===== config.mk =====
export PLATFORM = sky130hd
export DESIGN_NAME = adc_sequencer
export DESIGN_NICKNAME = d
export VERILOG_FILES = /design/src/hdl/adc_seq_pkg.sv /design/src/hdl/pin_sync_rise.sv /design/src/hdl/tad_divider.sv /design/src/hdl/adc_sequencer.sv
export SDC_FILE = /design/constraint.sdc
export NUM_CORES = 1
export LEC_CHECK = 0
export BUFFER_PORTS_ARGS = -buffer_cell sky130_fd_sc_hd__buf_2
export CORE_MARGIN = 2
export CORE_UTILIZATION = 45
export DETAILED_ROUTE_END_ITERATION = 8
export GPL_ROUTABILITY_DRIVEN = 0
export PLACE_DENSITY_LB_ADDON = 0.2
export SYNTH_ARGS = -nofsm -noshare
export SYNTH_HDL_FRONTEND = slang
export SYNTH_SLANG_ARGS = --single-unit

===== constraint.sdc =====
create_clock -name sys_clk_i -period 2.1 [get_ports sys_clk_i]
set_input_delay 0.105 -clock sys_clk_i [delete_from_list [all_inputs] [get_ports sys_clk_i]]
set_output_delay 0.105 -clock sys_clk_i [all_outputs]
set_load 0.02 [all_outputs]

===== src/hdl/adc_seq_pkg.sv =====
// Purpose: shared constants for the conversion sequencer
// Assumes: 32-bit AHB-Lite register bus, 10 MHz system clock
// Notes:   register indices are word indices; byte address is four times the index
package adc_seq_pkg;
   localparam int unsigned SYS_CLK_HZ = 10_000_000;

   // register word indices
   localparam logic [11:0] IDX_CTRL_THIRD  = 12'hfc0;
   localparam logic [11:0] IDX_CTRL_SECOND = 12'hfc1;
   localparam logic [11:0] IDX_CTRL_FIRST  = 12'hfc2;
   localparam logic [11:0] IDX_RESULT_LOW  = 12'hfc3;
   localparam logic [11:0] IDX_RESULT_HIGH = 12'hfc4;
   localparam logic [11:0] IDX_IRQ_STATUS  = 12'hfc5;
   localparam logic [11:0] IDX_IRQ_MASK    = 12'hfc6;

   // field positions
   localparam int unsigned ACQ_LSB  = 3;
   localparam int unsigned ACQ_W    = 3;
   localparam int unsigned CS_LSB   = 0;
   localparam int unsigned CS_W     = 3;
   localparam int unsigned EN_BIT   = 0;
   localparam int unsigned GO_BIT   = 1;
   localparam int unsigned CH_LSB   = 2;
   localparam int unsigned CH_W     = 4;
   localparam int unsigned DONE_BIT = 0;

   // reset values
   localparam logic [7:0] REG_RESET = 8'h00;

   // conversion timing
   localparam int unsigned RES_BITS  = 10;
   localparam logic [4:0]  CONV_TADS = 5'd11;
   localparam logic [9:0]  SAR_START = 10'h200;

   typedef enum logic [2:0] {
      ST_SAMPLE  = 3'b001,
      ST_ACQUIRE = 3'b010,
      ST_CONVERT = 3'b100
   } seq_state_e;

   // oscillator periods per bit period, minus one; rc codes return zero
   function automatic logic [5:0] tad_limit(input logic [2:0] sel);
      case (sel)
         3'b000:  tad_limit = 6'd1;
         3'b100:  tad_limit = 6'd3;
         3'b001:  tad_limit = 6'd7;
         3'b101:  tad_limit = 6'd15;
         3'b010:  tad_limit = 6'd31;
         3'b110:  tad_limit = 6'd63;
         default: tad_limit = 6'd0;
      endcase
   endfunction : tad_limit

   function automatic logic sel_is_rc(input logic [2:0] sel);
      sel_is_rc = (sel[1:0] == 2'b11);
   endfunction : sel_is_rc

   // bit periods of automatic acquisition: two per step of the field
   function automatic logic [4:0] acq_tads(input logic [2:0] field);
      acq_tads = {1'b0, field, 1'b0};
   endfunction : acq_tads
endpackage : adc_seq_pkg


===== src/hdl/pin_sync_rise.sv =====
// Purpose: two-flop synchroniser with rising-edge pulse
// Assumes: input is asynchronous to sys_clk_i
// Notes:   the first flop feeds only the second
`timescale 1ns/1ps
module pin_sync_rise (
   input  wire logic sys_clk_i,
   input  wire logic rst_i,
   input  wire logic pin_i,
   output logic      level_o,
   output logic      rise_o
);
   logic meta_ff;
   logic sync_ff;
   logic last_ff;

   always_ff @(posedge sys_clk_i) begin
      if (rst_i) begin
         meta_ff <= 1'b0;
         sync_ff <= 1'b0;
         last_ff <= 1'b0;
      end else begin
         meta_ff <= pin_i;
         sync_ff <= meta_ff;
         last_ff <= sync_ff;
      end
   end

   assign level_o = sync_ff;
   assign rise_o  = sync_ff & ~last_ff;
endmodule : pin_sync_rise


===== src/hdl/tad_divider.sv =====
// Purpose: bit-period tick generator
// Assumes: rc_tick_i is a synchronised one-cycle pulse
// Notes:   restart_i drops the partial count so the first period is whole, except with rc selects, whose ticks it does not touch
`timescale 1ns/1ps
module tad_divider
   import adc_seq_pkg::*;
(
   input  wire logic       sys_clk_i,
   input  wire logic       rst_i,
   input  wire logic       restart_i,
   input  wire logic [2:0] sel_i,
   input  wire logic       rc_tick_i,
   output logic            tick_o
);
   logic [5:0] cnt_ff;
   logic       osc_hit;

   assign osc_hit = (cnt_ff == tad_limit(sel_i));

   always_ff @(posedge sys_clk_i) begin
      if (rst_i || restart_i || osc_hit) begin
         cnt_ff <= 6'h00;
      end else begin
         cnt_ff <= cnt_ff + 6'h01;
      end
   end

   // not gated by restart: the sequencer's hand-over is itself made from this tick
   assign tick_o = sel_is_rc(sel_i) ? rc_tick_i : osc_hit;
endmodule : tad_divider


===== src/hdl/adc_sequencer.sv =====
// Purpose: acquisition and conversion sequencer of a 10-bit successive-approximation converter
// Assumes: AHB-Lite slave, single word transfers, one clock
// Notes:   reads take one wait state, writes none; go bit is owned by hardware while busy
//
// The AHB-Lite slave port was chosen for this implementation.
`timescale 1ns/1ps

// Behaviour
// acquisition time is taken from the third control register at every go.
// zero acquisition field makes go stop sampling and convert at once.
// with zero field, software waits the acquisition time itself before go.
// nonzero field keeps sampling for the programmed time, then converts.
// conversion end clears go, sets done flag, resumes sampling.
// no status separates end of acquisition from start of conversion.
// a full conversion lasts eleven bit periods.
// bit period comes from six oscillator dividers or the rc oscillator.
// select 000=2, 100=4, 001=8, 101=16, 010=32 oscillator periods.
// software picks the shortest bit period above about two microseconds.
// select 110 means 64 periods; any code ending 11 means rc oscillator.
// bit period counts oscillator cycles, restarting at conversion or acquisition start.
module adc_sequencer
   import adc_seq_pkg::*;
(
   input  wire logic        sys_clk_i,
   input  wire logic        rst_i,
   input  wire logic        hsel_i,
   input  wire logic [31:0] haddr_i,
   input  wire logic [1:0]  htrans_i,
   input  wire logic        hwrite_i,
   input  wire logic [2:0]  hsize_i,
   input  wire logic [31:0] hwdata_i,
   input  wire logic        hready_i,
   output logic      [31:0] hrdata_o,
   output logic             hreadyout_o,
   output logic             hresp_o,
   input  wire logic        rc_osc_i,
   input  wire logic        cmp_i,
   output logic             sample_o,
   output logic             hold_o,
   output logic      [9:0]  dac_code_o,
   output logic      [3:0]  channel_o,
   output logic             irq_o
);
   import adc_seq_pkg::*;

   // bus state
   logic        wr_ff;
   logic        rd_wait_ff;
   logic [11:0] addr_ff;
   logic [31:0] hrdata_ff;
   logic        accept;
   logic        addr_ok;
   logic [11:0] addr_idx;

   // registers
   logic [7:0]  ctrl_third_ff;
   logic [7:0]  ctrl_second_ff;
   logic [7:0]  ctrl_first_ff;
   logic [7:0]  result_low_ff;
   logic [7:0]  result_high_ff;
   logic [7:0]  irq_status_ff;
   logic [7:0]  irq_mask_ff;

   // sequencer state
   seq_state_e  state_ff;
   seq_state_e  nxt_state;
   logic [4:0]  tad_cnt_ff;
   logic [4:0]  acq_len_ff;
   logic [9:0]  sar_ff;
   logic        tick;
   logic        rc_tick;
   logic        cmp_level;
   logic        start_go;
   logic        restart;
   logic        acq_end;
   logic        conv_end;
   logic        decide;
   logic [3:0]  bit_idx;
   logic [7:0]  wdata;
   logic [2:0]  acq_field;
   logic        busy;
   logic        wr_third;
   logic        wr_second;
   logic        wr_first;
   logic        wr_res_low;
   logic        wr_res_high;
   logic        wr_status;
   logic        wr_mask;
   logic [7:0]  status_set;
   logic [7:0]  status_clr;

   // ---------------- bus slave ----------------
   assign addr_idx = haddr_i[13:2];
   assign accept   = hsel_i & htrans_i[1] & hready_i;
   assign wdata    = hwdata_i[7:0];
   assign addr_ok  = (haddr_i[31:14] == 18'h00000) & (haddr_i[1:0] == 2'b00);

   always_ff @(posedge sys_clk_i) begin
      if (rst_i) begin
         wr_ff   <= 1'b0;
         addr_ff <= 12'h000;
      end else begin
         wr_ff   <= accept & hwrite_i;
         // addresses above the register window or misaligned decode to index zero, which no register holds
         addr_ff <= (accept && addr_ok) ? addr_idx : 12'h000;
      end
   end

   // one wait state on reads lets a preceding write land before data is sampled
   always_ff @(posedge sys_clk_i) begin
      if (rst_i) begin
         rd_wait_ff <= 1'b0;
      end else begin
         rd_wait_ff <= accept & ~hwrite_i;
      end
   end

   always_ff @(posedge sys_clk_i) begin
      if (rst_i) begin
         hrdata_ff <= 32'h0000_0000;
      end else if (rd_wait_ff) begin
         hrdata_ff <= {24'h000000, read_mux(addr_ff)};
      end
   end

   function automatic logic [7:0] read_mux(input logic [11:0] idx);
      case (idx)
         IDX_CTRL_THIRD:  read_mux = ctrl_third_ff;
         IDX_CTRL_SECOND: read_mux = ctrl_second_ff;
         IDX_CTRL_FIRST:  read_mux = ctrl_first_ff;
         IDX_RESULT_LOW:  read_mux = result_low_ff;
         IDX_RESULT_HIGH: read_mux = result_high_ff;
         IDX_IRQ_STATUS:  read_mux = irq_status_ff;
         IDX_IRQ_MASK:    read_mux = irq_mask_ff;
         default:         read_mux = 8'h00;
      endcase
   endfunction : read_mux

   function automatic logic wr_hit(input logic [11:0] idx);
      wr_hit = wr_ff & (addr_ff == idx);
   endfunction : wr_hit

   assign hrdata_o    = hrdata_ff;
   assign hreadyout_o = ~rd_wait_ff;
   assign hresp_o     = 1'b0;

   // one strobe per register, high in the data phase of a write to it
   assign wr_third    = wr_hit(IDX_CTRL_THIRD);
   assign wr_second   = wr_hit(IDX_CTRL_SECOND);
   assign wr_first    = wr_hit(IDX_CTRL_FIRST);
   assign wr_res_low  = wr_hit(IDX_RESULT_LOW);
   assign wr_res_high = wr_hit(IDX_RESULT_HIGH);
   assign wr_status   = wr_hit(IDX_IRQ_STATUS);
   assign wr_mask     = wr_hit(IDX_IRQ_MASK);

   // ---------------- plain registers ----------------
   always_ff @(posedge sys_clk_i) begin
      if (rst_i) begin
         ctrl_third_ff <= REG_RESET;
      end else if (wr_third) begin
         ctrl_third_ff <= wdata;
      end
   end

   always_ff @(posedge sys_clk_i) begin
      if (rst_i) begin
         ctrl_second_ff <= REG_RESET;
      end else if (wr_second) begin
         ctrl_second_ff <= wdata;
      end
   end

   always_ff @(posedge sys_clk_i) begin
      if (rst_i) begin
         irq_mask_ff <= REG_RESET;
      end else if (wr_mask) begin
         irq_mask_ff <= wdata;
      end
   end

   // ---------------- first control register and go bit ----------------
   assign acq_field = ctrl_third_ff[ACQ_LSB +: ACQ_W];
   // a go written while busy is dropped, so a second go cannot cut a conversion short
   assign busy      = (state_ff != ST_SAMPLE);
   assign start_go  = wr_first & wdata[GO_BIT] & wdata[EN_BIT] & ~busy;

   always_ff @(posedge sys_clk_i) begin
      if (rst_i) begin
         ctrl_first_ff <= REG_RESET;
      end else begin
         if (wr_first) begin
            ctrl_first_ff[7:2]    <= wdata[7:2];
            ctrl_first_ff[EN_BIT] <= wdata[EN_BIT];
         end
         // go is the only busy indication while acquiring or converting
         if (conv_end) begin
            ctrl_first_ff[GO_BIT] <= 1'b0;
         end else if (start_go) begin
            ctrl_first_ff[GO_BIT] <= 1'b1;
         end
      end
   end

   // ---------------- bit-period timing ----------------
   pin_sync_rise u_rc_sync (
      .sys_clk_i (sys_clk_i),
      .rst_i     (rst_i),
      .pin_i     (rc_osc_i),
      .level_o   (),
      .rise_o    (rc_tick)
   );

   pin_sync_rise u_cmp_sync (
      .sys_clk_i (sys_clk_i),
      .rst_i     (rst_i),
      .pin_i     (cmp_i),
      .level_o   (cmp_level),
      .rise_o    ()
   );

   // restart at go and at the hand-over from acquisition to conversion
   assign restart = start_go | acq_end;

   tad_divider u_tad (
      .sys_clk_i (sys_clk_i),
      .rst_i     (rst_i),
      .restart_i (restart),
      .sel_i     (ctrl_third_ff[CS_LSB +: CS_W]),
      .rc_tick_i (rc_tick),
      .tick_o    (tick)
   );

   // ---------------- sequencer ----------------
   assign acq_end  = (state_ff == ST_ACQUIRE) & tick
                     & (tad_cnt_ff == acq_len_ff - 5'd1);
   assign conv_end = (state_ff == ST_CONVERT) & tick
                     & (tad_cnt_ff == CONV_TADS - 5'd1);
   assign decide   = (state_ff == ST_CONVERT) & tick & (tad_cnt_ff != 5'd0);
   assign bit_idx  = 4'd10 - tad_cnt_ff[3:0];

   always_comb begin
      nxt_state = state_ff;
      case (state_ff)
         ST_SAMPLE: begin
            if (start_go) begin
               if (acq_field == 3'b000) begin
                  nxt_state = ST_CONVERT;
               end else begin
                  nxt_state = ST_ACQUIRE;
               end
            end
         end
         ST_ACQUIRE: begin
            if (acq_end) begin
               nxt_state = ST_CONVERT;
            end
         end
         ST_CONVERT: begin
            if (conv_end) begin
               nxt_state = ST_SAMPLE;
            end
         end
         default: nxt_state = ST_SAMPLE;
      endcase
   end

   always_ff @(posedge sys_clk_i) begin
      if (rst_i) begin
         state_ff <= ST_SAMPLE;
      end else begin
         state_ff <= nxt_state;
      end
   end

   // acquisition length is frozen at go; later edits of the field wait for the next go
   always_ff @(posedge sys_clk_i) begin
      if (rst_i) begin
         acq_len_ff <= 5'd0;
      end else if (start_go) begin
         acq_len_ff <= acq_tads(acq_field);
      end
   end

   always_ff @(posedge sys_clk_i) begin
      if (rst_i || start_go || acq_end || conv_end) begin
         tad_cnt_ff <= 5'd0;
      end else if (tick && busy) begin
         tad_cnt_ff <= tad_cnt_ff + 5'd1;
      end
   end

   // first bit period holds the sample, the next ten resolve bits 9 down to 0
   always_ff @(posedge sys_clk_i) begin
      if (rst_i) begin
         sar_ff <= SAR_START;
      end else if (state_ff != ST_CONVERT || conv_end) begin
         // the trial code is back at mid-scale in the first sampling cycle
         sar_ff <= SAR_START;
      // two oscillator periods per bit is below the minimum; the compare then lags a trial
      end else if (decide) begin
         sar_ff[bit_idx] <= cmp_level;
         if (bit_idx != 4'd0) begin
            sar_ff[bit_idx - 4'd1] <= 1'b1;
         end
      end
   end

   // results are left justified; the final bit is folded in as it resolves
   always_ff @(posedge sys_clk_i) begin
      if (rst_i) begin
         result_high_ff <= REG_RESET;
         result_low_ff  <= REG_RESET;
      end else if (conv_end) begin
         result_high_ff <= sar_ff[9:2];
         result_low_ff  <= {sar_ff[1], cmp_level, 6'h00};
      end else begin
         if (wr_res_high) begin
            result_high_ff <= wdata;
         end
         if (wr_res_low) begin
            result_low_ff <= wdata;
         end
      end
   end

   // ---------------- interrupt ----------------
   // a completion in the same cycle as a write-one clear keeps the flag set
   assign status_set = {7'h00, conv_end};
   assign status_clr = wr_status ? wdata : 8'h00;

   always_ff @(posedge sys_clk_i) begin
      if (rst_i) begin
         irq_status_ff <= REG_RESET;
      end else begin
         irq_status_ff <= (irq_status_ff & ~status_clr) | status_set;
      end
   end

   assign irq_o = |(irq_status_ff & irq_mask_ff);

   // ---------------- analog side ----------------
   assign sample_o   = (state_ff != ST_CONVERT);
   assign hold_o     = (state_ff == ST_CONVERT);
   assign dac_code_o = sar_ff;
   assign channel_o  = ctrl_first_ff[CH_LSB +: CH_W];
endmodule : adc_sequencer


# After elaboration in Yosys (flattened, before gate mapping)
# Index checks and enable logic that the tools add are counted.
# word_totals
register_bits	110
input_bits	76
out_inout_bits	51
word_cells	130
# classes
n_addsub	5
n_lt_le_gt_ge	4
n_eq_ne	24
mux	19
n_bitwise	32
reduce_logical	23
# ops
op	n
$eq 12x12->1 const B	7
$pmux 8 s7	1
$mux 8	5
$pmux 6 s6	1
$and 1x1->1	21
$logic_not 18->1	1
$and 8x8->8	2
$eq 3x3->1 const B	4
$mux 3	4
$bwmux 10	1
$lt 4x5->1 const B	2
$mux 10	1
$or 10x10->10	1
$pmux 3 s3	1
$demux 1 s4	2
$ge 4x1->1 const B	2
$not 8->8	1
$or 8x1->8	1
$reduce_or 8->1	1
$add 6x1->6 const B	1
$eq 3x1->1 const B	2
$eq 3x2->1 const B	2
$eq 6x6->1	1
$logic_not 3->1	2
22 further kinds	40

# Depth between registers and ports, before layout
# Gate-level depths: netlist of the first run.
# depth
word_depth	9
mapped_depth	10
mapped_depth_nobuf	8

# Modules after synthesis
# A second synthesis of the first run with hierarchy kept.
# hier_totals
hier_cells	636
hier_area_um2	5766.8
# modules_own_cells
mod	n_inst	cells_per_inst	area_per_inst_um2	seq_area_each_um2
adc_sequencer	1	580	5198.7	1981.9
tad_divider	1	42	392.9	120.1
pin_sync_rise	2	7	87.6	60.1

# Worst setup path before layout of the first run
# OpenSTA, ideal clock, no wires.
# synth_timing
path_type	register -> register
start	reg ctrl_third_ff[0]
end	reg sar_ff[1] (netlist: dac_code_o[1])
setup_ps	122
t_arrival_ps	2182
t_required_ps	1978
setup_slack_ps	-205
stages_incl_launch_ff	11
path_buffers	2
period_less_slack_ps	2305
path_cell_list	dfxtp_1 -> inv_1 -> ha_1 -> a21oi_1 -> xnor2_1 -> a2111oi_4 -> a31oi_1 -> buf_2 -> buf_2 -> o31ai_1 -> a21oi_1
# synth_between
elab_chain_len	8
word_cells_on_any_way	15
cone_classes	eq/ne: 7; mux: 2; bitwise: 3; reduce/logical: 3
# synth_lines
element	line_no	rtl
start, declared	adc_sequencer.sv:56	logic [7:0] ctrl_third_ff;
start signal, assigned	adc_sequencer.sv:161	ctrl_third_ff <= wdata;
$eq 3x3->1 (tied with other cells)	adc_seq_pkg.sv:43	case (sel)
$pmux 6 s6	adc_seq_pkg.sv:43	
$eq 6x6->1	tad_divider.sv:18	assign osc_hit = (cnt_ff == tad_limit(sel_i));
$mux 1 (*)	tad_divider.sv:29	assign tick_o = sel_is_rc(sel_i) ? rc_tick_i : osc_hit;
$and 1x1->1 (*)	adc_sequencer.sv:236, adc_sequencer.sv:238	
$and 1x1->1	adc_sequencer.sv:237	& (tad_cnt_ff == CONV_TADS - 5'd1);
$logic_or 1x1->1	adc_sequencer.sv:296	end else if (state_ff != ST_CONVERT || conv_end) begin
$reduce_or 2->1 (no line)	--	
end signal, assigned by index	adc_sequencer.sv:301	sar_ff[bit_idx] <= cmp_level;
end, declared	adc_sequencer.sv:69	logic [9:0] sar_ff;
# Mark *: on every way between the ends. The rest lies on a longest branch, timed or not.
# A chain may end at the register's enable or synchronous reset.

# Worst setup path in the final report of the first run
# layout_timing
start	reg ctrl_third_ff[1]
end	reg sar_ff[1] (netlist: dac_code_o[1])
# The elaborated chain is that of the path after synthesis.

==> results.json, run 1 <==
{
  "status": "complete, but fails checks",
  "violations": "negative setup slack",
  "first_global_vias": 5159,
  "area_growth_from_synthesis_to_layout_pct": 33.5,
  "worst_skew_pair.late_latency_ps": 350,
  "sink_count": 110,
  "count_of_buffers_from_port_buffering": 73,
  "pin_count": 127,
  "critical_path.max_stage_delay_ps": 380,
  "worst_hold_path_type": "in -> reg",
  "report.final.setup_viol": 42,
  "hpwl_mm": 11.4,
  "number_of_design_rule_violations_left_by_the_first_detailed_router_iteration": 393,
  "layout.cells.non_filler": 966,
  "irDropWorstVdd_uv": 397,
  "flop_to_flop_setup_slack_ps": -250,
  "cts_tree": "built",
  "tritoncts.num_buffers": 9,
  "die_area_sq_um": 13600,
  "synth_top_family_by_area": "simple AND/OR/NAND/NOR gates",
  "grt_start_max_net_pins": 48,
  "dr_total_vias": 5366,
  "ys_top_cells_by_area": "dfxtp_1, mux2i_1, nand2_1",
  "ctsHtreeMaxLevel": 3,
  "chipHeight_um": 117,
  "fillCellCount": 1050,
  "yosys_warn_count": 0,
  "first_pass_grt_wire_length_mm": 26.3,
  "ys_dominant_reg_cell": "dfxtp_1",
  "place_inst": 919,
  "synthSimpleGateAreaFrac": 0.204,
  "worst_path_required_ps": 2340,
  "rsz_0062_raised_after_global_routing": "true",
  "timing.critical_path.max_delay_family": "compound AO/OA/AOI/OAI gates",
  "post_synth_edffs": 0,
  "finalWorstPathRequiredPeriod_ps": 2350,
  "core-area_sq_um": 12500,
  "number_of_nets_with_antenna_violations_after_routing": 0,
  "synth_compound_gate_area_share": 0.169,
  "drt_pass1_iterations": 5,
  "critical_path.n_buffers_inverters": 5,
  "die-width_um": 117,
  "overflow_left_after_global_routing": 0,
  "dpl-instance-area_sq_um": 6500,
  "maxSlewHeadroom": 0.489,
  "synth_area_per_cell_sq_um": 8.62,
  "stdcell_area_sq_um": 7630,
  "total_drc_errors_in_the_routed_layout": 0,
  "worstPathMaxFanout": 6,
  "cap_violations": 0,
  "setup_slack_ps": -251,
  "critPathKind": "reg -> reg",
  "num-nets-final": 878,
  "avgViaCountPerCell": 5.55,
  "end_kind": "flip-flop",
  "synth-xor-area-share": 0.0230,
  "floorplan.rows": 41,
  "synthesis.area_sq_um": 5720,
  "synth-seq-area-share": 0.385,
  "crit_slowest_cell": "dfxtp_4",
  "proportion_of_synthesized_flip_flops_having_asynchronous_set_or_reset": 0,
  "arithmetic_cell_share_of_the_synthesized_area_counting_full_adders_half_adders_and_majority_gates": 0.0284,
  "clock.fmax_mhz": 425,
  "post-route-period-util": 1.12,
  "cts.path.max_buffers": 2,
  "cp.arrival_ps": 2590,
  "synth_cell_type_count": 64,
  "postSynthRegisterBits": 110,
  "drt-wirelength-per-cell_um": 17.8,
  "initial_utilization": 0.457,
  "multiplexer_share_of_the_synthesized_area": 0.103,
  "final_hold_violation_count": 0,
  "static_leakage_nw": 2.92,
  "tightestPinTransition_ps": 767,
  "finalWirelength_mm": 17.2,
  "cellPowerDensity_nw_per_um2": 603,
  "grt_usage": 0.247,
  "final_layout_size_suffix_gt1_frac": 0.307,
  "yosys.area.top_type": "dfxtp_1",
  "synth.top_cell.area_share": 0.385,
  "cp_cell_sequence": "inv_4, ha_4, buf_6, xor2_4, a2111oi_4, buf_4, a31oi_4, buf_12, buf_16, o31ai_4, a21oi_2",
  "final_cell_mix": "dfxtp_1, nand2_1, buf_2",
  "fin_worst_skew_ps": 9.20,
  "post_synth_inst_count": 664,
  "clk_root_buffer_cell": "clkbuf_16",
  "layout_commonest_cell": "dfxtp_1",
  "finalCoreUtilization": 0.610,
  "maxSlewViolCount": 0,
  "category_of_the_worst_setup_path_launch_point": "flip-flop",
  "antenna_found_initial": 0,
  "diodes": 0,
  "clk_pin_slew_ps": 80
}
final cells by class:
type	instances	area [sq um]	share of cell area
Multi-Input combinational cell	486	3590	0.470
Inverter	22	87.6	0.0115
Tap cell	172	215	0.0282
Clock buffer	9	225	0.0295
Sequential cell	110	2210	0.290
Timing Repair Buffer	160	1200	0.157
Clock inverter	7	104	0.0136
stage by stage:
stage	setup slack (ps)	setup TNS (ps)	hold slack, ps	total power (W)
detailed placement	-351	-6320	279	0.00250
CTS	-181	-3570	21.4	0.00454
global route	-353	-10730	25.6	0.00476
global placement	-243	-3300	278	0.00249
floorplan	-7.39	-19.3	177	0.00240
finish	-251	-6950	30.3	0.00460
logic make-up (layout without fill, tap and decap cells):
| kind of cell | count (synthesis) | after routing |
|---|---|---|
| buffers and inverters | 93 | 198 |
| DFF | 110 | 110 |
| other | 1 | 25 |
| adders and majority gates | 13 | 13 |
| and+or+nand+nor | 235 | 235 |
| muxes | 50 | 50 |
| AOI/OAI and AO/OA | 147 | 148 |
| xor gates and xnor gates | 15 | 15 |
worst register-to-register path, cell delays in order, from the launching register on:
cell and delay [ps]:
dfxtp_4 380, inv_4 50, ha_4 220, buf_6 120
xor2_4 150, a2111oi_4 320, buf_4 200, a31oi_4 150
buf_12 190, buf_16 140, o31ai_4 240, a21oi_2 80
cell usage after synthesis, types with 5 or more instances:
| master | instances |
|---|---|
| dfxtp_1 | 110 |
| nand2_1 | 86 |
| a21oi_1 | 60 |
| mux2i_1 | 42 |
| nor2_1 | 42 |
| buf_4 | 31 |
| and2_1 | 26 |
| clkbuf_1 | 21 |
| inv_1 | 20 |
| o21ai_0 | 20 |
| nand3_1 | 17 |
| o31ai_1 | 15 |
| ha_1 | 13 |
| nor3_1 | 12 |
| buf_2 | 11 |
| nor2b_1 | 10 |
| xnor2_1 | 10 |
| nand4_1 | 8 |
| nor4_1 | 7 |
| o2bb2ai_1 | 7 |
| a211o_1 | 6 |
| a22oi_1 | 6 |
| buf_1 | 6 |
| mux4_2 | 6 |
| o22ai_1 | 5 |
| xor2_1 | 5 |
layer usage:
| layer | track usage | wire length, um | up-vias |
|---|---|---|---|
| met5 | 0 | 0 | - |
| met4 | 0.0980 | 425 | 0 |
| met3 | 0.0291 | 1090 | 34 |
| met2 | 0.436 | 8700 | 219 |
| met1 | 0.307 | 6980 | 2569 |
| li1 | - | - | 2544 |
state kept, by name, indices dropped and copies added, names as in the netlist:
register,count
addr_ff,12
dac_code_o,10
ctrl_first_ff,8
ctrl_second_ff,8
ctrl_third_ff,8
hrdata_o,8
irq_mask_ff,8
irq_status_ff,8
result_high_ff,8
result_low_ff,8
u_tad.cnt_ff,6
tad_cnt_ff,5
acq_len_ff,3
state_ff,3
rd_wait_ff,1
u_cmp_sync.level_o,1
u_cmp_sync.meta_ff,1
u_rc_sync.last_ff,1
u_rc_sync.level_o,1
u_rc_sync.meta_ff,1
wr_ff,1
timing repair:
action | 4_1_cts | 5_1_grt
gates cloned | 4 | 1
setup buffers | 8 | 4
pin swaps | 28 | 20
setup endpoints to repair | 41 | 43
endpoints found under the hold margin | 16 | 0
hold buffers | 15 | 0
resized for setup | 58 | 34
report_power, final:
part	switching (W)	internal (W)
Clock	0.000816	0.00106
Sequential	0.0000214	0.00210
Combinational	0.000320	0.000286
final timing paths:
check                                  startpoint           endpoint  cells past startpoint
worst min-delay path                        rst_i        state_ff[1]                      2
worst min register to register  u_rc_sync.meta_ff  u_rc_sync.level_o                      1
worst max register to register   ctrl_third_ff[1]      dac_code_o[1]                     11
worst max-delay path             ctrl_third_ff[1]      dac_code_o[1]                     11
Note: power is estimated with default switching activity, not from simulation.
==> run 2, diff against run 1 <==
--- a/config.mk
+++ b/config.mk
@@ -8,2 +8,3 @@
 export BUFFER_PORTS_ARGS = -buffer_cell sky130_fd_sc_hd__buf_2
+export CORE_ASPECT_RATIO = 0.75
 export CORE_MARGIN = 2
--- a/constraint.sdc
+++ b/constraint.sdc
@@ -3,2 +3,2 @@
 set_output_delay 0.105 -clock sys_clk_i [all_outputs]
-set_load 0.02 [all_outputs]
+set_load 0.01 [all_outputs]
==> run 2 against run 1 <==
Against the previous run:
- the run still ends with negative setup slack left
- clock skew decreased by 0.88 ps
- sequential power hardly changed
- register-to-register slack gained 60 ps
- worst hold slack improved by 19 ps
- final cell count shrank 1.3%
- largest power group unchanged
==> results.json, run 2 (synthesized netlist as in run 1, its figures left out) <==
{
  "core-area_sq_um": 12300,
  "regMostFlops": "addr_ff",
  "cellPowerDensity_nw_per_um2": 577,
  "hpwl_mm": 11.4,
  "drt_pass1_iterations": 5,
  "finalWorstPathRequiredPeriod_ps": 2290,
  "layout_commonest_cell": "dfxtp_1",
  "first_pass_grt_wire_length_mm": 25.1,
  "overflow_left_after_global_routing": 0,
  "finalWirelength_mm": 15.8,
  "irDropWorstVdd_uv": 388,
  "clock.fmax_mhz": 436,
  "final_cell_mix": "dfxtp_1, nand2_1, buf_2",
  "end_kind": "flip-flop",
  "violations": "negative setup slack",
  "tritoncts.num_buffers": 9,
  "tightestPinTransition_ps": 798,
  "drt-wirelength-per-cell_um": 16.6,
  "maxSlewViolCount": 0,
  "worst_path_required_ps": 2360,
  "post-route-period-util": 1.09,
  "avgViaCountPerCell": 5.48,
  "report.power.total_w": 0.00418,
  "cap_violations": 0,
  "maxSlewHeadroom": 0.468,
  "grt_usage": 0.232,
  "final_layout_size_suffix_gt1_frac": 0.277,
  "area_growth_from_synthesis_to_layout_pct": 26.6,
  "pin_count": 127,
  "status": "complete, but fails checks",
  "worstPathMaxFanout": 21,
  "clk_pin_slew_ps": 70,
  "first_global_vias": 4827,
  "cts.path.max_buffers": 2,
  "worstHoldPathCells": 2,
  "chipHeight_um": 102,
  "num-nets-final": 871,
  "die-width_um": 134,
  "total_drc_errors_in_the_routed_layout": 0,
  "sink_count": 110,
  "static_leakage_nw": 2.80,
  "initial_utilization": 0.463,
  "clk_root_buffer_cell": "clkbuf_16",
  "final_hold_violation_count": 0,
  "fin_worst_skew_ps": 8.32,
  "ctsHtreeMaxLevel": 3,
  "count_of_buffers_from_port_buffering": 73,
  "rr_worst_depth": 8,
  "grt_start_max_net_pins": 38,
  "setup_slack_ps": -193,
  "report.final.setup_viol": 30,
  "critPathKind": "reg -> reg",
  "antenna_found_initial": 0,
  "rsz_0062_raised_after_global_routing": "true",
  "final.hold.worst_slack_ps": 49.6,
  "category_of_the_worst_setup_path_launch_point": "flip-flop",
  "worst_skew_pair.late_latency_ps": 350,
  "cts_tree": "built",
  "largest_reg_flops": 12,
  "die_area_sq_um": 13600,
  "number_of_design_rule_violations_left_by_the_first_detailed_router_iteration": 426,
  "worst_hold_path_type": "in -> reg",
  "floorplan.rows": 35,
  "cp.arrival_ps": 2550,
  "dr_total_vias": 5221,
  "number_of_nets_with_antenna_violations_after_routing": 0,
  "diodes": 0
}
==> run 2: cell types whose count changed in the layout (fill, tap and decap cells not counted), moves of 3 or more <==
cell,change
nor3_2,-6
o31ai_1,+8
o31ai_4,-10
a21oi_1,+4
nor3_1,+7
a21oi_2,-3
==> run 2: critical path, cell delays in order (launching register included) <==
cell	delay, ps
dfxtp_2	360
inv_4	60
ha_4	250
xor2_2	160
a2111oi_4	420
a31oi_4	200
buf_12	210
a211o_1	300
a221oi_2	240
==> run 2: through the flow <==
step	setup slack (ps)	util	TNS (ps)	area, sq um	instances
floorplan	-7.39	-	-19.3	5860	688
global placement	-105	0.528	-1720	6520	915
detailed placement	-206	0.528	-3970	6520	915
CTS	-122	0.578	-1750	7140	952
global route	-277	0.586	-6000	7240	953
finish	-193	0.586	-2170	7240	953
==> run 2: per-layer routing <==
layer	vias to the layer above	global-route usage	wire length [um]
met3	26	0.0475	1050
met1	2469	0.338	7470
li1	2526	-	-
met4	0	0.0543	216
met5	-	0	0
met2	200	0.355	7100
==> run 2: path summary, 6_finish.rpt <==
kind                       endpoint               from  slack, ps
setup / recovery      dac_code_o[4]   ctrl_third_ff[0]       -190
hold / removal     irq_status_ff[4]        hwdata_i[4]         50
setup reg to reg      dac_code_o[4]   ctrl_third_ff[0]       -190
hold reg to reg   u_rc_sync.level_o  u_rc_sync.meta_ff        440
==> run 2: repair_timing <==
item	in CTS	in global routing
hold buffers	15	0
gates resized for setup	29	22
cloned	1	1
pin swaps	11	9
buffers inserted	5	0
endpoints found under the hold margin	16	0
endpoints found under the setup margin	33	36
==> run 2: final cells by class <==
type	instances	area (sq um)
Fill cell	1062	5110
Clock buffer	12	256
Inverter	22	85.1
Clock inverter	4	30.0
Multi-Input combinational cell	485	3380
Timing Repair Buffer	154	1070
Sequential cell	110	2210
Tap cell	166	208
==> run 2: where the power goes <==
| group | total (W) | leakage [nW] | switching [W] | internal, W |
|---|---|---|---|---|
| logic | 0.000412 | 1.78 | 0.000224 | 0.000187 |
| registers | 0.00212 | 0.890 | 0.0000203 | 0.00210 |
| clock network | 0.00165 | 0.139 | 0.000774 | 0.000875 |
==> run 3, diff against run 2 <==
Settings changed: MAX_ROUTING_LAYER set to met4.
==> run 3 against run 2 <==
Against the previous run:
- the flow still finishes with violations (negative setup slack)
- critical path depth unchanged
- design area down 0.10%
- final cell count unchanged
- core utilization down 0.061 points
- critical endpoint unchanged
- global-route usage up 0.71 points
- clock power about the same
- register-to-register slack about the same
- first-iteration DRC count unchanged
- clock skew up 2.1 ps
- fmax about the same
- highest routed layer unchanged
- combinational power about the same
==> results.json, run 3 (synthesized netlist as in run 1, its figures left out) <==
{
  "place_inst": 915,
  "critical_path.n_buffers_inverters": 2,
  "status": "complete, but fails checks",
  "pin_count": 127,
  "maxSlewHeadroom": 0.482,
  "avgViaCountPerCell": 5.49,
  "finalWorstPathRequiredPeriod_ps": 2290,
  "dr_total_vias": 5228,
  "area_growth_from_synthesis_to_layout_pct": 26.5,
  "first_global_vias": 4827,
  "worst_skew_pair.late_latency_ps": 360,
  "first_pass_grt_wire_length_mm": 25.0,
  "report.final.setup_viol": 31,
  "setup_slack_ps": -191,
  "initial_utilization": 0.463,
  "antenna_found_initial": 0,
  "worst_path_required_ps": 2360,
  "final_layout_size_suffix_gt1_frac": 0.276,
  "number_of_cells_on_the_critical_path": 8,
  "cellPowerDensity_nw_per_um2": 579,
  "finalCoreUtilization": 0.586,
  "count_of_buffers_from_port_buffering": 73,
  "cts.path.max_buffers": 2,
  "final_cell_mix": "dfxtp_1, nand2_1, buf_2",
  "num-nets-final": 871,
  "grt_start_max_net_pins": 38,
  "rr_worst_depth": 8,
  "worstPathMaxFanout": 21,
  "stdcell_area_sq_um": 7230,
  "largest_reg_flops": 12,
  "regMostFlops": "addr_ff",
  "critPathKind": "reg -> reg",
  "die_area_sq_um": 13600,
  "startpoint": "ctrl_third_ff[0]",
  "drt_pass1_iterations": 5,
  "clock.fmax_mhz": 436,
  "tritoncts.num_buffers": 9,
  "grt_usage": 0.239,
  "timing.critical_path.max_delay_family": "compound AO/OA/AOI/OAI gates",
  "drt-wirelength-per-cell_um": 16.6,
  "cts_tree": "built",
  "worst_hold_path_type": "in -> reg",
  "regToRegStartpoint": "ctrl_third_ff[0]",
  "crit_slowest_cell": "a2111oi_4",
  "category_of_the_worst_setup_path_launch_point": "flip-flop",
  "die-width_um": 134,
  "dpl-instance-area_sq_um": 6520,
  "maxSlewViolCount": 0,
  "total_drc_errors_in_the_routed_layout": 0,
  "tightestPinTransition_ps": 777,
  "rsz_0062_raised_after_global_routing": "true",
  "timing.rr.end": "dac_code_o[4]",
  "number_of_design_rule_violations_left_by_the_first_detailed_router_iteration": 426,
  "diodes": 0,
  "chipHeight_um": 102,
  "final_hold_violation_count": 0,
  "sink_count": 110,
  "end_kind": "flip-flop",
  "number_of_nets_with_antenna_violations_after_routing": 0,
  "post-route-period-util": 1.09,
  "finalWirelength_mm": 15.9,
  "cap_violations": 0,
  "overflow_left_after_global_routing": 0,
  "floorplan.rows": 35,
  "hpwl_mm": 11.4,
  "irDropWorstVdd_uv": 388,
  "static_leakage_nw": 2.80,
  "fin_worst_skew_ps": 10.4,
  "cp.arrival_ps": 2550,
  "crit_path_end": "dac_code_o[4]",
  "layout.cells.non_filler": 953,
  "clk_pin_slew_ps": 70,
  "core-area_sq_um": 12300,
  "layout_commonest_cell": "dfxtp_1",
  "clk_root_buffer_cell": "clkbuf_16",
  "critical_path.max_stage_delay_ps": 420,
  "violations": "negative setup slack",
  "ctsHtreeMaxLevel": 3,
  "flop_to_flop_setup_slack_ps": -190,
  "cp_cell_sequence": "inv_4, ha_4, xor2_2, a2111oi_4, a31oi_4, buf_12, a211o_1, a221oi_2"
}
[run 3: cell types whose count changed in the layout (fill, tap and decap cells not counted)]
cell	previous run	this run
xnor2_2	4	3
xnor2_1	6	7
[run 3: layout make-up]
type | count | area [sq um]
Clock buffer | 12 | 256
Clock inverter | 4 | 30.0
Fill cell | 1064 | 5110
Inverter | 22 | 85.1
Multi-Input combinational cell | 485 | 3370
Sequential cell | 110 | 2210
Tap cell | 166 | 208
Timing Repair Buffer | 154 | 1070
[run 3: worst register-to-register path, cell delays in order, from the launching register on]
cell       delay, ps
dfxtp_2          360
inv_4             60
ha_4             250
xor2_2           160
a2111oi_4        420
a31oi_4          210
buf_12           210
a211o_1          300
a221oi_2         240
[run 3: worst min-delay path by stage]
stage	from	to	slack [ps]	depth (start not counted)
finish	hwdata_i[4]	irq_status_ff[4]	50	2
global route	hwdata_i[4]	irq_status_ff[4]	50	2
CTS	hwdata_i[4]	irq_status_ff[4]	40	2
detailed placement	hwrite_i	rd_wait_ff	280	2
global placement	hwrite_i	rd_wait_ff	280	2
floorplan	hwrite_i	rd_wait_ff	180	1
[run 3: power by group]
| part | internal, W | switching [W] | total [W] |
|---|---|---|---|
| logic | 0.000187 | 0.000224 | 0.000412 |
| clock network | 0.000876 | 0.000783 | 0.00166 |
| registers | 0.00210 | 0.0000203 | 0.00212 |
[run 3: per-stage QoR]
step	hold WS, ps	TNS [ps]	setup slack, ps	power, W
after detailed placement	276	-3970	-206	0.00249
after floorplan	177	-19.3	-7.39	0.00238
after global routing	53.5	-6040	-277	0.00433
after global placement	276	-1720	-105	0.00248
final	46.9	-2140	-191	0.00419
after CTS	36.4	-1750	-122	0.00418
[run 3: routing by layer]
metal	track usage	vias up	wire, um
li1	-	2530	-
met1	0.336	2476	7420
met2	0.357	198	7110
met3	0.0475	24	1110
met4	0.0543	0	216
met5	-	-	0
[run 3: timing repair]
| action | CTS | global route |
|---|---|---|
| setup buffers | 5 | 0 |
| cloned | 1 | 1 |
| hold buffers | 15 | 0 |
| pin swaps | 11 | 9 |
| gates resized for setup | 29 | 21 |
| endpoints found under the setup margin | 33 | 36 |
| hold endpoints to repair | 16 | 0 |
